`config.mk`:
```
export PLATFORM = sky130hd
export DESIGN_NAME = tmc_thermal_monitor
export DESIGN_NICKNAME = d
export VERILOG_FILES = /design/src/tmc_dummy_note_unused.sv /design/src/tmc_pkg.sv /design/src/tmc_thermal_monitor.sv
export SDC_FILE = /design/constraint.sdc
export NUM_CORES = 1
export LEC_CHECK = 0
export BUFFER_PORTS_ARGS = -buffer_cell sky130_fd_sc_hd__buf_4
export CAP_MARGIN = 40
export CORE_UTILIZATION = 25
export DETAILED_ROUTE_END_ITERATION = 8
export HOLD_SLACK_MARGIN = 0.15
export PLACE_DENSITY = 0.42
export SKIP_CTS_REPAIR_TIMING = 1
export SLEW_MARGIN = 20
export SYNTH_ARGS = -nofsm -noshare
export SYNTH_HDL_FRONTEND = slang
export SYNTH_SLANG_ARGS = --single-unit
```
`constraint.sdc`:
```
create_clock -name sys_clk -period 3 [get_ports sys_clk]
set_clock_uncertainty 0.05 [all_clocks]
set_input_delay 0.15 -clock sys_clk [delete_from_list [all_inputs] [get_ports sys_clk]]
set_output_delay 0.15 -clock sys_clk [all_outputs]
set_load 0.005 [all_outputs]
```
`src/tmc_dummy_note_unused.sv`:
```
// Unused
`timescale 1ns/1ps

```
`src/tmc_pkg.sv`:
```
// Shared constants and types
package tmc_pkg;

    // ========================================================================
    // Clock and timing
    localparam int CLK_PERIOD_NS = 10;
    localparam int DB_TIME_NS = 10000;
    localparam int DB_CYC = (DB_TIME_NS + CLK_PERIOD_NS - 1) / CLK_PERIOD_NS;
    localparam int SMP_WINDOW_US = 450;
    localparam int SMP_INTERVAL_US = 3000;
    localparam int SMP_WINDOW_CYC_DEF = SMP_WINDOW_US * 1000 / CLK_PERIOD_NS;
    localparam int SMP_INTERVAL_CYC_DEF = SMP_INTERVAL_US * 1000 / CLK_PERIOD_NS;
    localparam int DB_W = 10;
    localparam int SMP_W = 19;
    localparam int NUM_THR = 6;

    // ========================================================================
    // Register byte offsets
    localparam logic [7:0] CTRL_OFS = 8'h00;
    localparam logic [7:0] STATUS_OFS = 8'h04;
    localparam logic [7:0] MASK_OFS = 8'h08;
    localparam logic [7:0] SENSE_OFS = 8'h0c;

    // ========================================================================
    // Field positions
    localparam int CTRL_MON_EN_BIT = 0;
    localparam int CTRL_AON_BIT = 1;
    localparam int CTRL_MUX_EN_BIT = 2;
    localparam int CTRL_SEL_LSB = 8;
    localparam int SENSE_SD_BIT = 8;
    localparam int SENSE_PWR_BIT = 9;

    // ========================================================================
    // Reset values and codes
    localparam logic MON_EN_RST = 1'b1;
    localparam logic AON_RST = 1'b1;
    localparam logic MUX_EN_RST = 1'b0;
    localparam logic [4:0] MUX_SEL_RST = 5'h00;
    localparam logic [5:0] MASK_RST = 6'h00;
    localparam logic [4:0] MUX_SEL_HIZ = 5'h00;
    localparam logic [4:0] MUX_SEL_TEMP = 5'h07;
    localparam logic [1:0] RESP_OKAY = 2'h0;
    localparam logic [1:0] RESP_SLVERR = 2'h2;

    // ========================================================================
    // Sensor sequencing states
    typedef enum logic [3:0] {
        SMP_OFF = 4'h1,
        SMP_CONT = 4'h2,
        SMP_WIN = 4'h4,
        SMP_IDLE = 4'h8
    } tmc_smp_e;

    // ========================================================================
    // Whole state of the block
    typedef struct packed {
        logic [5:0] thrMeta;
        logic [5:0] thrSync;
        logic [5:0] relMeta;
        logic [5:0] relSync;
        logic sdMeta;
        logic sdSync;
        logic sdRelMeta;
        logic sdRelSync;
        logic [6:0][DB_W-1:0] dbCnt;
        logic [5:0] sense;
        logic [5:0] irq;
        logic [5:0] mask;
        logic shutdown;
        logic monEn;
        logic aon;
        logic muxEn;
        logic [4:0] muxSel;
        tmc_smp_e smpState;
        logic [SMP_W-1:0] smpCnt;
        logic sensorPwr;
        logic irqN;
        logic pgoodEn;
        logic amuxBuf;
        logic [4:0] amuxSelOut;
        logic awHeld;
        logic [7:0] awAddr;
        logic wHeld;
        logic [31:0] wData;
        logic [3:0] wStrb;
        logic awRdy;
        logic wRdy;
        logic bValid;
        logic [1:0] bResp;
        logic arRdy;
        logic rValid;
        logic [31:0] rData;
        logic [1:0] rResp;
    } tmc_state_s;

endpackage

```
`src/tmc_thermal_monitor.sv`:
```
// Thermal monitor control: debounce, flags, shutdown, sensing, mux
//
// Chosen here: register access over AXI4-Lite and the register addresses.
`timescale 1ns/1ps

// Operation
// - Six warning thresholds, each with irq flag, sense flag and mask bit.
// - A threshold crossing sets that threshold's interrupt flag.
// - Sense flag releases only below the 5 degree lower release comparator.
// - Shutdown sets on crossing, holds until the restart comparator drops.
// - Every comparison is debounced 10 us both rising and falling.
// - Monitor enable low disables monitoring; high lets it operate.
// - Run state with always-on set keeps the sensor powered continuously.
// - Always-on clear samples: 450 us powered every 3.0 ms.
// - Standby uses sampling only while monitor enable is set.
// - Mux enable low: mux off, shared pin is power-good output.
// - Mux enable high: power-good off, select field picks the channel.
// - Select 00000 is high impedance, 00111 is die temperature, others reserved.
// - Mux is enabled and usable only during the system On states.
// - Active-low interrupt pin asserts for any set, unmasked interrupt flag.
module tmc_thermal_monitor #(
    parameter int SMP_WINDOW_CYC = tmc_pkg::SMP_WINDOW_CYC_DEF,
    parameter int SMP_INTERVAL_CYC = tmc_pkg::SMP_INTERVAL_CYC_DEF
) (
    input wire logic sys_clk,
    input wire logic rst_b,
    input wire logic [5:0] tempAboveThr,
    input wire logic [5:0] tempAboveRelease,
    input wire logic tempAboveShutdown,
    input wire logic tempAboveRestart,
    input wire logic sysRunState,
    input wire logic sysStandbyState,
    input wire logic [31:0] s_axi_awaddr,
    input wire logic s_axi_awvalid,
    output logic s_axi_awready,
    input wire logic [31:0] s_axi_wdata,
    input wire logic [3:0] s_axi_wstrb,
    input wire logic s_axi_wvalid,
    output logic s_axi_wready,
    output logic [1:0] s_axi_bresp,
    output logic s_axi_bvalid,
    input wire logic s_axi_bready,
    input wire logic [31:0] s_axi_araddr,
    input wire logic s_axi_arvalid,
    output logic s_axi_arready,
    output logic [31:0] s_axi_rdata,
    output logic [1:0] s_axi_rresp,
    output logic s_axi_rvalid,
    input wire logic s_axi_rready,
    output logic tempSensorPowerEn,
    output logic thermalShutdown,
    output logic interruptOutN,
    output logic powerGoodPinEnable,
    output logic analogMuxBufferEnable,
    output logic [4:0] analogMuxChannelSelect
);

    // ========================================================================
    // Helpers

    // Expand byte strobes into a bit mask
    function automatic logic [31:0] strbMask(input logic [3:0] strb);
        logic [31:0] m;
        m = '0;
        for (int i = 0; i < 4; i++)
        begin
            m[i*8 +: 8] = {8{strb[i]}};
        end
        return m;
    endfunction

    // Debounce step: count while levels differ, flip at the limit
    function automatic logic [tmc_pkg::DB_W:0] dbStep(
        input logic want,
        input logic cur,
        input logic run,
        input logic [tmc_pkg::DB_W-1:0] cnt
    );
        logic [tmc_pkg::DB_W:0] r;
        r = {1'b0, cnt};
        if (run && want == cur)
        begin
            r = '0;
        end
        else if (run && cnt == tmc_pkg::DB_W'(tmc_pkg::DB_CYC - 1))
        begin
            r = {1'b1, {tmc_pkg::DB_W{1'b0}}};
        end
        else if (run)
        begin
            r = {1'b0, cnt + tmc_pkg::DB_W'(1)};
        end
        return r;
    endfunction

    // ========================================================================
    // State

    tmc_pkg::tmc_state_s st_r;
    tmc_pkg::tmc_state_s st_nxt;
    // Next state of the whole block
    always_comb
    begin
        logic [tmc_pkg::DB_W:0] step;
        logic want, onState, aonRun, monActive, doWrite;
        logic [31:0] bm, wr, ctrl;
        logic [5:0] irqSet, irqClr;
        step = '0;
        want = 1'b0;
        onState = 1'b0;
        aonRun = 1'b0;
        monActive = 1'b0;
        bm = '0;
        wr = '0;
        irqSet = '0;
        irqClr = '0;
        doWrite = 1'b0;
        ctrl = {19'h0, st_r.muxSel, 5'h0, st_r.muxEn, st_r.aon, st_r.monEn};
        st_nxt = st_r;
        // Two-stage synchronisers for the analog comparators
        st_nxt.thrMeta = tempAboveThr;
        st_nxt.thrSync = st_r.thrMeta;
        st_nxt.relMeta = tempAboveRelease;
        st_nxt.relSync = st_r.relMeta;
        st_nxt.sdMeta = tempAboveShutdown;
        st_nxt.sdSync = st_r.sdMeta;
        st_nxt.sdRelMeta = tempAboveRestart;
        st_nxt.sdRelSync = st_r.sdRelMeta;
        onState = sysRunState | sysStandbyState;
        aonRun = sysRunState & st_r.aon;
        monActive = st_r.monEn & onState;
        // Sensor power sequencing
        case (st_r.smpState)
            tmc_pkg::SMP_OFF:
            begin
                st_nxt.smpCnt = '0;
                if (monActive)
                begin
                    st_nxt.smpState = aonRun ? tmc_pkg::SMP_CONT : tmc_pkg::SMP_WIN;
                end
            end
            tmc_pkg::SMP_CONT:
            begin
                st_nxt.smpCnt = '0;
                if (!monActive)
                begin
                    st_nxt.smpState = tmc_pkg::SMP_OFF;
                end
                else if (!aonRun)
                begin
                    st_nxt.smpState = tmc_pkg::SMP_WIN;
                end
            end
            tmc_pkg::SMP_WIN:
            begin
                st_nxt.smpCnt = st_r.smpCnt + tmc_pkg::SMP_W'(1);
                if (!monActive)
                begin
                    st_nxt.smpState = tmc_pkg::SMP_OFF;
                end
                else if (aonRun)
                begin
                    st_nxt.smpState = tmc_pkg::SMP_CONT;
                end
                else if (st_r.smpCnt == tmc_pkg::SMP_W'(SMP_WINDOW_CYC - 1))
                begin
                    st_nxt.smpState = tmc_pkg::SMP_IDLE;
                end
            end
            tmc_pkg::SMP_IDLE:
            begin
                st_nxt.smpCnt = st_r.smpCnt + tmc_pkg::SMP_W'(1);
                if (!monActive)
                begin
                    st_nxt.smpState = tmc_pkg::SMP_OFF;
                end
                else if (aonRun)
                begin
                    st_nxt.smpState = tmc_pkg::SMP_CONT;
                end
                else if (st_r.smpCnt == tmc_pkg::SMP_W'(SMP_INTERVAL_CYC - 1))
                begin
                    st_nxt.smpState = tmc_pkg::SMP_WIN;
                    st_nxt.smpCnt = '0;
                end
            end
            default:
            begin
                st_nxt.smpState = tmc_pkg::SMP_OFF;
                st_nxt.smpCnt = '0;
            end
        endcase
        st_nxt.sensorPwr = (st_nxt.smpState == tmc_pkg::SMP_CONT) ||
                           (st_nxt.smpState == tmc_pkg::SMP_WIN);
        // Six warnings debounced; counters freeze while the sensor is off
        for (int i = 0; i < tmc_pkg::NUM_THR; i++)
        begin
            want = st_r.sense[i] ? st_r.relSync[i] : st_r.thrSync[i];
            step = dbStep(want, st_r.sense[i], st_r.sensorPwr, st_r.dbCnt[i]);
            st_nxt.dbCnt[i] = step[tmc_pkg::DB_W-1:0];
            if (step[tmc_pkg::DB_W])
            begin
                st_nxt.sense[i] = ~st_r.sense[i];
            end
        end
        // Shutdown channel holds until the restart comparator falls
        want = st_r.shutdown ? st_r.sdRelSync : st_r.sdSync;
        step = dbStep(want, st_r.shutdown, st_r.sensorPwr, st_r.dbCnt[6]);
        st_nxt.dbCnt[6] = step[tmc_pkg::DB_W-1:0];
        if (step[tmc_pkg::DB_W])
        begin
            st_nxt.shutdown = ~st_r.shutdown;
        end
        // Disabled monitor forgets all live state
        if (!st_r.monEn)
        begin
            st_nxt.sense = '0;
            st_nxt.shutdown = 1'b0;
            st_nxt.dbCnt = '0;
        end
        irqSet = st_nxt.sense & ~st_r.sense;
        // AXI write: address and data in either order
        if (s_axi_awvalid && st_r.awRdy)
        begin
            st_nxt.awHeld = 1'b1;
            st_nxt.awAddr = s_axi_awaddr[7:0];
        end
        if (s_axi_wvalid && st_r.wRdy)
        begin
            st_nxt.wHeld = 1'b1;
            st_nxt.wData = s_axi_wdata;
            st_nxt.wStrb = s_axi_wstrb;
        end
        if (st_r.bValid && s_axi_bready)
        begin
            st_nxt.bValid = 1'b0;
        end
        doWrite = st_r.awHeld && st_r.wHeld && !st_r.bValid;
        bm = strbMask(st_r.wStrb);
        if (doWrite)
        begin
            st_nxt.awHeld = 1'b0;
            st_nxt.wHeld = 1'b0;
            st_nxt.bValid = 1'b1;
            st_nxt.bResp = tmc_pkg::RESP_OKAY;
            case (st_r.awAddr)
                tmc_pkg::CTRL_OFS:
                begin
                    wr = ctrl;
                    wr = (wr & ~bm) | (st_r.wData & bm);
                    st_nxt.monEn = wr[tmc_pkg::CTRL_MON_EN_BIT];
                    st_nxt.aon = wr[tmc_pkg::CTRL_AON_BIT];
                    st_nxt.muxEn = wr[tmc_pkg::CTRL_MUX_EN_BIT];
                    st_nxt.muxSel = wr[tmc_pkg::CTRL_SEL_LSB +: 5];
                end
                tmc_pkg::STATUS_OFS:
                begin
                    irqClr = st_r.wData[5:0] & bm[5:0];
                end
                tmc_pkg::MASK_OFS:
                begin
                    st_nxt.mask = (st_r.mask & ~bm[5:0]) | (st_r.wData[5:0] & bm[5:0]);
                end
                tmc_pkg::SENSE_OFS:
                begin
                    st_nxt.bResp = tmc_pkg::RESP_OKAY; // Read-only, write ignored
                end
                default:
                begin
                    st_nxt.bResp = tmc_pkg::RESP_SLVERR;
                end
            endcase
        end
        // A new crossing beats a clear in the same cycle
        st_nxt.irq = (st_r.irq & ~irqClr) | irqSet;
        st_nxt.awRdy = !st_nxt.awHeld;
        st_nxt.wRdy = !st_nxt.wHeld;
        // AXI read channel, one read under way at a time
        if (st_r.rValid && s_axi_rready)
        begin
            st_nxt.rValid = 1'b0;
        end
        if (s_axi_arvalid && st_r.arRdy)
        begin
            st_nxt.rValid = 1'b1;
            st_nxt.rResp = tmc_pkg::RESP_OKAY;
            st_nxt.rData = '0;
            case (s_axi_araddr[7:0])
                tmc_pkg::CTRL_OFS:
                begin
                    st_nxt.rData = ctrl;
                end
                tmc_pkg::STATUS_OFS:
                begin
                    st_nxt.rData = {26'h0, st_r.irq};
                end
                tmc_pkg::MASK_OFS:
                begin
                    st_nxt.rData = {26'h0, st_r.mask};
                end
                tmc_pkg::SENSE_OFS:
                begin
                    st_nxt.rData = {22'h0, st_r.sensorPwr, st_r.shutdown, 2'h0, st_r.sense};
                end
                default:
                begin
                    st_nxt.rResp = tmc_pkg::RESP_SLVERR;
                end
            endcase
        end
        st_nxt.arRdy = !st_nxt.rValid;
        // Interrupt pin, low for any unmasked flag
        st_nxt.irqN = ~|(st_nxt.irq & ~st_nxt.mask);
        // Shared pin: mux only inside On states, temperature only on its code
        if (st_nxt.muxEn && onState)
        begin
            st_nxt.pgoodEn = 1'b0;
            st_nxt.amuxSelOut = st_nxt.muxSel;
            st_nxt.amuxBuf = (st_nxt.muxSel == tmc_pkg::MUX_SEL_TEMP);
        end
        else
        begin
            st_nxt.pgoodEn = 1'b1;
            st_nxt.amuxSelOut = tmc_pkg::MUX_SEL_HIZ;
            st_nxt.amuxBuf = 1'b0;
        end
    end

    // ========================================================================
    // Register the whole state; reset loads constants only
    always_ff @(posedge sys_clk or negedge rst_b)
    begin
        if (!rst_b)
        begin
            st_r <= '0;
            st_r.monEn <= tmc_pkg::MON_EN_RST;
            st_r.aon <= tmc_pkg::AON_RST;
            st_r.muxEn <= tmc_pkg::MUX_EN_RST;
            st_r.muxSel <= tmc_pkg::MUX_SEL_RST;
            st_r.mask <= tmc_pkg::MASK_RST;
            st_r.smpState <= tmc_pkg::SMP_OFF;
            st_r.irqN <= 1'b1;
            st_r.pgoodEn <= 1'b1;
            st_r.awRdy <= 1'b1;
            st_r.wRdy <= 1'b1;
            st_r.arRdy <= 1'b1;
        end
        else
        begin
            st_r <= st_nxt;
        end
    end

    // ========================================================================
    // Outputs, each straight from a state flip-flop
    assign s_axi_awready = st_r.awRdy;
    assign s_axi_wready = st_r.wRdy;
    assign s_axi_bvalid = st_r.bValid;
    assign s_axi_bresp = st_r.bResp;
    assign s_axi_arready = st_r.arRdy;
    assign s_axi_rvalid = st_r.rValid;
    assign s_axi_rdata = st_r.rData;
    assign s_axi_rresp = st_r.rResp;
    assign tempSensorPowerEn = st_r.sensorPwr;
    assign thermalShutdown = st_r.shutdown;
    assign interruptOutN = st_r.irqN;
    assign powerGoodPinEnable = st_r.pgoodEn;
    assign analogMuxBufferEnable = st_r.amuxBuf;
    assign analogMuxChannelSelect = st_r.amuxSelOut;
endmodule
```
==> results of run 1 <==
## critical path: cells and delay by family, from the launching register on
| kind | cells | cell delay (ps) |
|---|---|---|
| compound gates | 2 | 500 |
| flops | 1 | 380 |
| simple gates | 3 | 1180 |
| mux | 1 | 250 |
## power by group through the flow
stage | clock [uW] | combinational [uW] | sequential [uW]
2_1_floorplan | 0 | 423 | 3070
3_3_place_gp | 0 | 670 | 3110
3_5_place_dp | 0 | 672 | 3120
4_1_cts | 2420 | 675 | 3060
5_1_grt | 2510 | 801 | 3100
6_report | 2310 | 714 | 3060
## per-stage QoR
stage          utilization [%]  instances  area, um^2  total power (uW)  hold WS (ps)
5_1_grt                   31.4       1430       10900              6410           162
3_3_place_gp              28.4       1352        9880              3780           107
6_report                  31.4       1430       10900              6080           148
3_5_place_dp              28.4       1352        9880              3790           106
4_1_cts                   30.1       1384       10500              6160          -379
2_1_floorplan                -        869        8990              3490          -196
## cell type report
class                      count  area [um^2]
clock buffer                  19          443
inverter                      24         90.1
sequential                   198         4960
clock inverter                13          140
timing repair buffer         139         1180
multi-input combinational    582         3540
fill                        3594        23900
tap                          455          569
## worst min-delay path by stage
stage,start,endpoint,slack (ps)
6_report,s_axi_araddr[2],s_axi_rdata[10],150
3_3_place_gp,rst_b,st_nxt[218],110
3_5_place_dp,rst_b,st_r[216],110
5_1_grt,s_axi_araddr[2],s_axi_rdata[10],160
2_1_floorplan,rst_b,analogMuxBufferEnable,-200
4_1_cts,rst_b,st_r[216],-380
## registers in the layout, summed over array words and instances (netlist names), 5 cells and up, named ones only
signal and cells:
analogMuxChannelSelect 5, st_nxt 14, s_axi_rdata 11, st_r 154
## cell families after synthesis
| group | Yosys count |
|---|---|
| AO/OA/AOI/OAI | 122 |
| buffers and inverters | 89 |
| flip-flops | 198 |
| XOR/XNOR | 63 |
| other | 1 |
| adder cells (fa/ha/maj) | 8 |
| multiplexers | 37 |
| AND/OR/NAND/NOR | 329 |
## placed cells by master (no fill, tap or decap), types with 7 or more instances in the layout
cell type,Yosys,routed
xnor2_1,30,30
a21oi_1,19,19
mux2_2,28,28
ha_1,8,8
o21ai_0,49,49
nand2_1,67,67
o31ai_1,12,12
buf_4,41,91
nor2_1,112,112
nand3_1,17,17
a21o_1,8,8
nand4b_1,7,7
nor3_1,17,17
inv_1,24,24
dfrtp_1,190,190
and3_1,12,12
nor2b_1,16,16
clkbuf_16,0,17
a22oi_1,9,9
nand4_1,31,31
mux2i_1,9,9
conb_1,1,23
xor2_1,33,33
dfstp_2,8,8
dlygate4sd3_1,0,45
## metal layers
metal | vias to the layer above | share of wire, % | GRT usage [%]
li1 | 3091 | - | -
met2 | 92 | 45 | 17.8
met4 | 0 | 1.4 | 4.00
met1 | 3174 | 51 | 17.0
met3 | 16 | 2.7 | 2.34
met5 | - | 0 | 0
==> metrics.txt, run 1 <==
Seq pwr share=between 50% and 60%; GRT overflow=0; share of cells above drive strength 1=~17%; worst skew pair latency=roughly 440 ps; TritonCTS Sinks=around 200; Top FF cell, synth=dfrtp_1; top cells by area, synth=dfrtp_1 53%, nor2_1 4.7%, mux2_2 3.5%, buf_4 3.5%, xor2_1 3.2%; combinational share of power=11.7%; Mapped Cells=847; Worst VDD drop=0.383 mV; area of the die=36400 um^2; initial antenna violation count=0; post-route setup slack=a little under 600 ps; XOR/XNOR Fraction of Synth Area=between 6 and 7%; simple logic cell fraction of the synthesized area=a little under a fifth; Startpoint Class=flip-flop; vias in the first global route=~6300; first drt pass iteration count=6; Final Critical Period=~2400 ps; vias per cell=approximately 4.5; maximum fanout along the worst path=6; post-synthesis sequential area ratio=55.7%; Antenna Cells=0; routed vias=6373; Avg Cell Area, Syn=between 10 and 15 um^2; largest family of logic cells by synthesized area=simple AND/OR/NAND/NOR gates; Final setup viols=0; # DRC=0; num rows=68; Initial Util=25.6%; pre-CTS setup slack=approximately 550 ps; outcome=finished, final reports clean; list of most frequent post-synthesis cells=190 x dfrtp_1, 112 x nor2_1, 67 x nand2_1, 49 x o21ai_0, 41 x buf_4; final slew viol count=0; unrepaired setup endpoints after global routing=no; Net Sw Frac=26.7%; leakage=~0.0047 uW; Worst-path clk slew=about 70 ps; Worst Setup SP=st_r[83]; library cells used by synthesis=54; crit-path max cell delay=about 470 ps; Crit. End Element=flip-flop; Final Hold Fails=0; YS warnings=0; Critical Path, Cell by Cell=nor4_1, and3_1, nand4b_1, mux2i_1, a22oi_1, o2111a_1; post-synth top area share=a little over half; TritonCTS clock tree=done; Post-synth EDFFs=0; drt total wl=around 20 mm; Area Overhead vs Synth=22.6%; compound-cell area share of the yosys netlist=between 8 and 9%; core area=roughly 35000 um^2; hold crit path type=in -> reg; H-tree depth=4; Clk pwr share=a little under two fifths; Hold Path Stages=4; Setup TNS=0 ps; DIE HEIGHT=~190 um; io pins=~170; top-count cell post-synth=dfrtp_1; Crit-path slowest cell=nor4_1; Root Driver=clkbuf_16; FF-to-FF path depth=6; CTS buffer count=17; dpl hpwl=14.2 mm; clock tree buffer depth=2; RR Startpoint=st_r[83]; Synth Area in Adders=under 10%; mapped cell area=roughly 8900 um^2; Max-cap violations=0; worst path required time=between 3000 and 4000 ps; largest net degree at the start of global routing=roughly 100; Slew headroom=a little over two fifths; Port Buffer Count=between 70 and 80; post-route ant nets=0; RR Endpoint=interruptOutN; WP data arrival=around 2700 ps; post-synthesis mux area share=under 10%; die width=approximately 190 um; DR iter-0 viols=between 200 and 300; Async SR Flop Fraction=100%; WL/cell=14.4 um; critical path class=reg -> reg; end of the critical path=interruptOutN; GPL Wtd Cong=about 0.74; ratio of final minimum period to clock period=approximately 80%; FMAX=between 400 and 500 MHz; all-layer global routing usage=11.9%; Pwr Density=557 nW/um^2; Yosys reg bits=between 150 and 200; Psw=approximately 1600 uW; largest area contributor in the netlist=dfrtp_1; Slew @ Worst Pin=858 ps; Internal Pwr Total=between 4000 and 5000 uW; final-stage net count=1093; first-pass GRT wire length=between 30 and 40 mm; reg2reg setup slack=slightly below 600 ps
Note: power is estimated with default switching activity, not from simulation.
==> inputs of run 2 (changes only) <==
clock period = 2.5 ns   (was 3 ns; I/O delays follow)
==> run 2 against run 1 <==
Effect of this change: global-route usage is 0.22 points lower; sequential power is 20% higher; total power is 19% higher; die area stayed put; clock power is 16% higher; combinational power is 22% higher; cell count is 0.63% higher; cell area is 0.92% higher; largest cell class unchanged.
==> metrics.txt, run 2 (synthesized netlist as in run 1, its figures left out) <==
outcome=finished, final reports clean; vias in the first global route=just over 6000; FMAX=approximately 430 MHz; num rows=slightly below 70; drt total wl=between 20 and 25 mm; Final Hold Fails=0; combinational share of power=roughly an eighth; Area Overhead vs Synth=23.7%; Clk pwr share=between 30% and 40%; Critical Path, Cell by Cell=dlygate4sd3_1, buf_4, nor2_1, dlygate4sd3_1, nand2_1, nor3_1, nand2_1, o21ai_0, dlygate4sd3_1; io pins=between 150 and 200; TritonCTS clock tree=done; die width=~190 um; GR Layer Usage met1=between 10% and 20%; WL/cell=14.1 um; Placed Cells=approximately 1400; all-layer global routing usage=around an eighth; Post-Layout Cell Count=approximately 1400; met3 usage=about 2.2%; Most common cell on crit path=dlygate4sd3_1; DIE HEIGHT=roughly 190 um; Final setup viols=0; Final Critical Period=2350 ps; Crit. End Element=flip-flop; hold crit path type=in -> reg; grt met2 use=17.3%; area of the die=between 30000 and 40000 um^2; GRT overflow=0; critical path class=in -> reg; unrepaired setup endpoints after global routing=no; Total Power=~7200 uW; leakage=roughly 0.0047 uW; share of cells above drive strength 1=~17%; FILL cells=about 3600; initial antenna violation count=0; Reg with most FFs=st_r; Psw=roughly 1900 uW; vias per cell=roughly 4.4; GPL Wtd Cong=roughly 0.72; dpl hpwl=roughly 14 mm; first drt pass iteration count=4; final-stage net count=approximately 1100; DR iter-0 viols=between 300 and 400; core area=34800 um^2; GRT busiest layer=met2; Internal Pwr Total=around 5300 uW; clock tree buffer depth=2; Crit-path slowest cell=dlygate4sd3_1; final slew viol count=0; crit-path max cell delay=around 570 ps; worst path required time=roughly 2800 ps; Port Buffer Count=between 70 and 80; Worst VDD drop=around 0.48 mV; maximum fanout along the worst path=3; Net Sw Frac=around 27%; TritonCTS Sinks=slightly below 200; CTS buffer count=17; final core area utilization=31.7%; largest net degree at the start of global routing=75; Max-cap violations=0; first-pass GRT wire length=between 30 and 40 mm; routed vias=roughly 6300; Initial Util=about a quarter; Slew headroom=a little under half; # DRC=0; commonest non-fill, non-tap cell in the layout=dfrtp_1; Worst-path clk slew=about 70 ps; Seq pwr share=between 50% and 60%; worst skew pair latency=around 440 ps; Antenna Cells=0; Startpoint Class=input pin; Slew @ Worst Pin=792 ps; ratio of final minimum period to clock period=93.9%; post-route ant nets=0; Pwr Density=roughly 660 nW/um^2; max reg flops=154; highest-count cells in the layout ignoring fill and taps=190 x dfrtp_1, 112 x nor2_1, 94 x buf_4; WP data arrival=roughly 2700 ps; Setup TNS=0 ps; Root Driver=clkbuf_16; H-tree depth=4
## run 2: changes by cell type in the layout (fill, tap and decap cells not counted), sizes merged
cell | previous run | this run
bufinv | 1 | 0
buf | 93 | 99
clkinvlp | 1 | 5
clkbuf | 20 | 21
clkinv | 6 | 2
dlygate4sd3 | 45 | 48
## run 2: through the flow
stage / hold slack, ps / area (um^2) / setup slack [ps]
floorplan: -221 / 8990 / 362
global placement: -15.0 / 9960 / 254
detailed placement: -14.2 / 9960 / 231
CTS: -505 / 10500 / 214
global route: 165 / 11000 / 7.45
finish: 129 / 11000 / 153
## run 2: routing by layer
metal  routed length, um  vias up
met5                   0        -
met4                 258        0
met3                 573       15
met2                9000       95
met1               10500     3067
li1                    -     3120
## run 2: worst paths after layout
| path | from | endpoint | slack [ps] | cells after the start |
|---|---|---|---|---|
| hold reg to reg | st_nxt[232] | st_r[232] | 300 | 0 |
| hold / removal | s_axi_araddr[5] | s_axi_rdata[3] | 130 | 4 |
| setup reg to reg | st_r[83] | analogMuxBufferEnable | 250 | 7 |
| min in group asynchronous | rst_b | st_r[178] | 190 | 3 |
| max in group asynchronous | rst_b | st_nxt[220] | 1720 | 3 |
| setup / recovery | s_axi_araddr[0] | s_axi_rdata[12] | 150 | 9 |
## run 2: layout make-up
class | count | area (um^2) | area share (%)
flip-flops and latches | 198 | 4960 | 45.0
clock inverters | 12 | 109 | 0.987
clock buffers | 20 | 457 | 4.14
inverters | 24 | 90.1 | 0.817
repair buffers | 148 | 1300 | 11.8
multi-input cells | 582 | 3540 | 32.1
well taps | 455 | 569 | 5.16
## run 2: power groups by stage
stage          Combinational, uW  Clock, uW  Sequential [uW]
3_3_place_gp                 823          0             3740
3_5_place_dp                 828          0             3750
5_1_grt                      982       2930             3730
6_report                     870       2670             3680
2_1_floorplan                507          0             3680
4_1_cts                      829       2800             3690
## run 2: critical path: cells and delay by family
| family | cells | cell delay [ps] |
|---|---|---|
| AO/OA/AOI/OAI | 1 | 130 |
| buffers and inverters | 4 | 1800 |
| AND/OR/NAND/NOR | 4 | 610 |
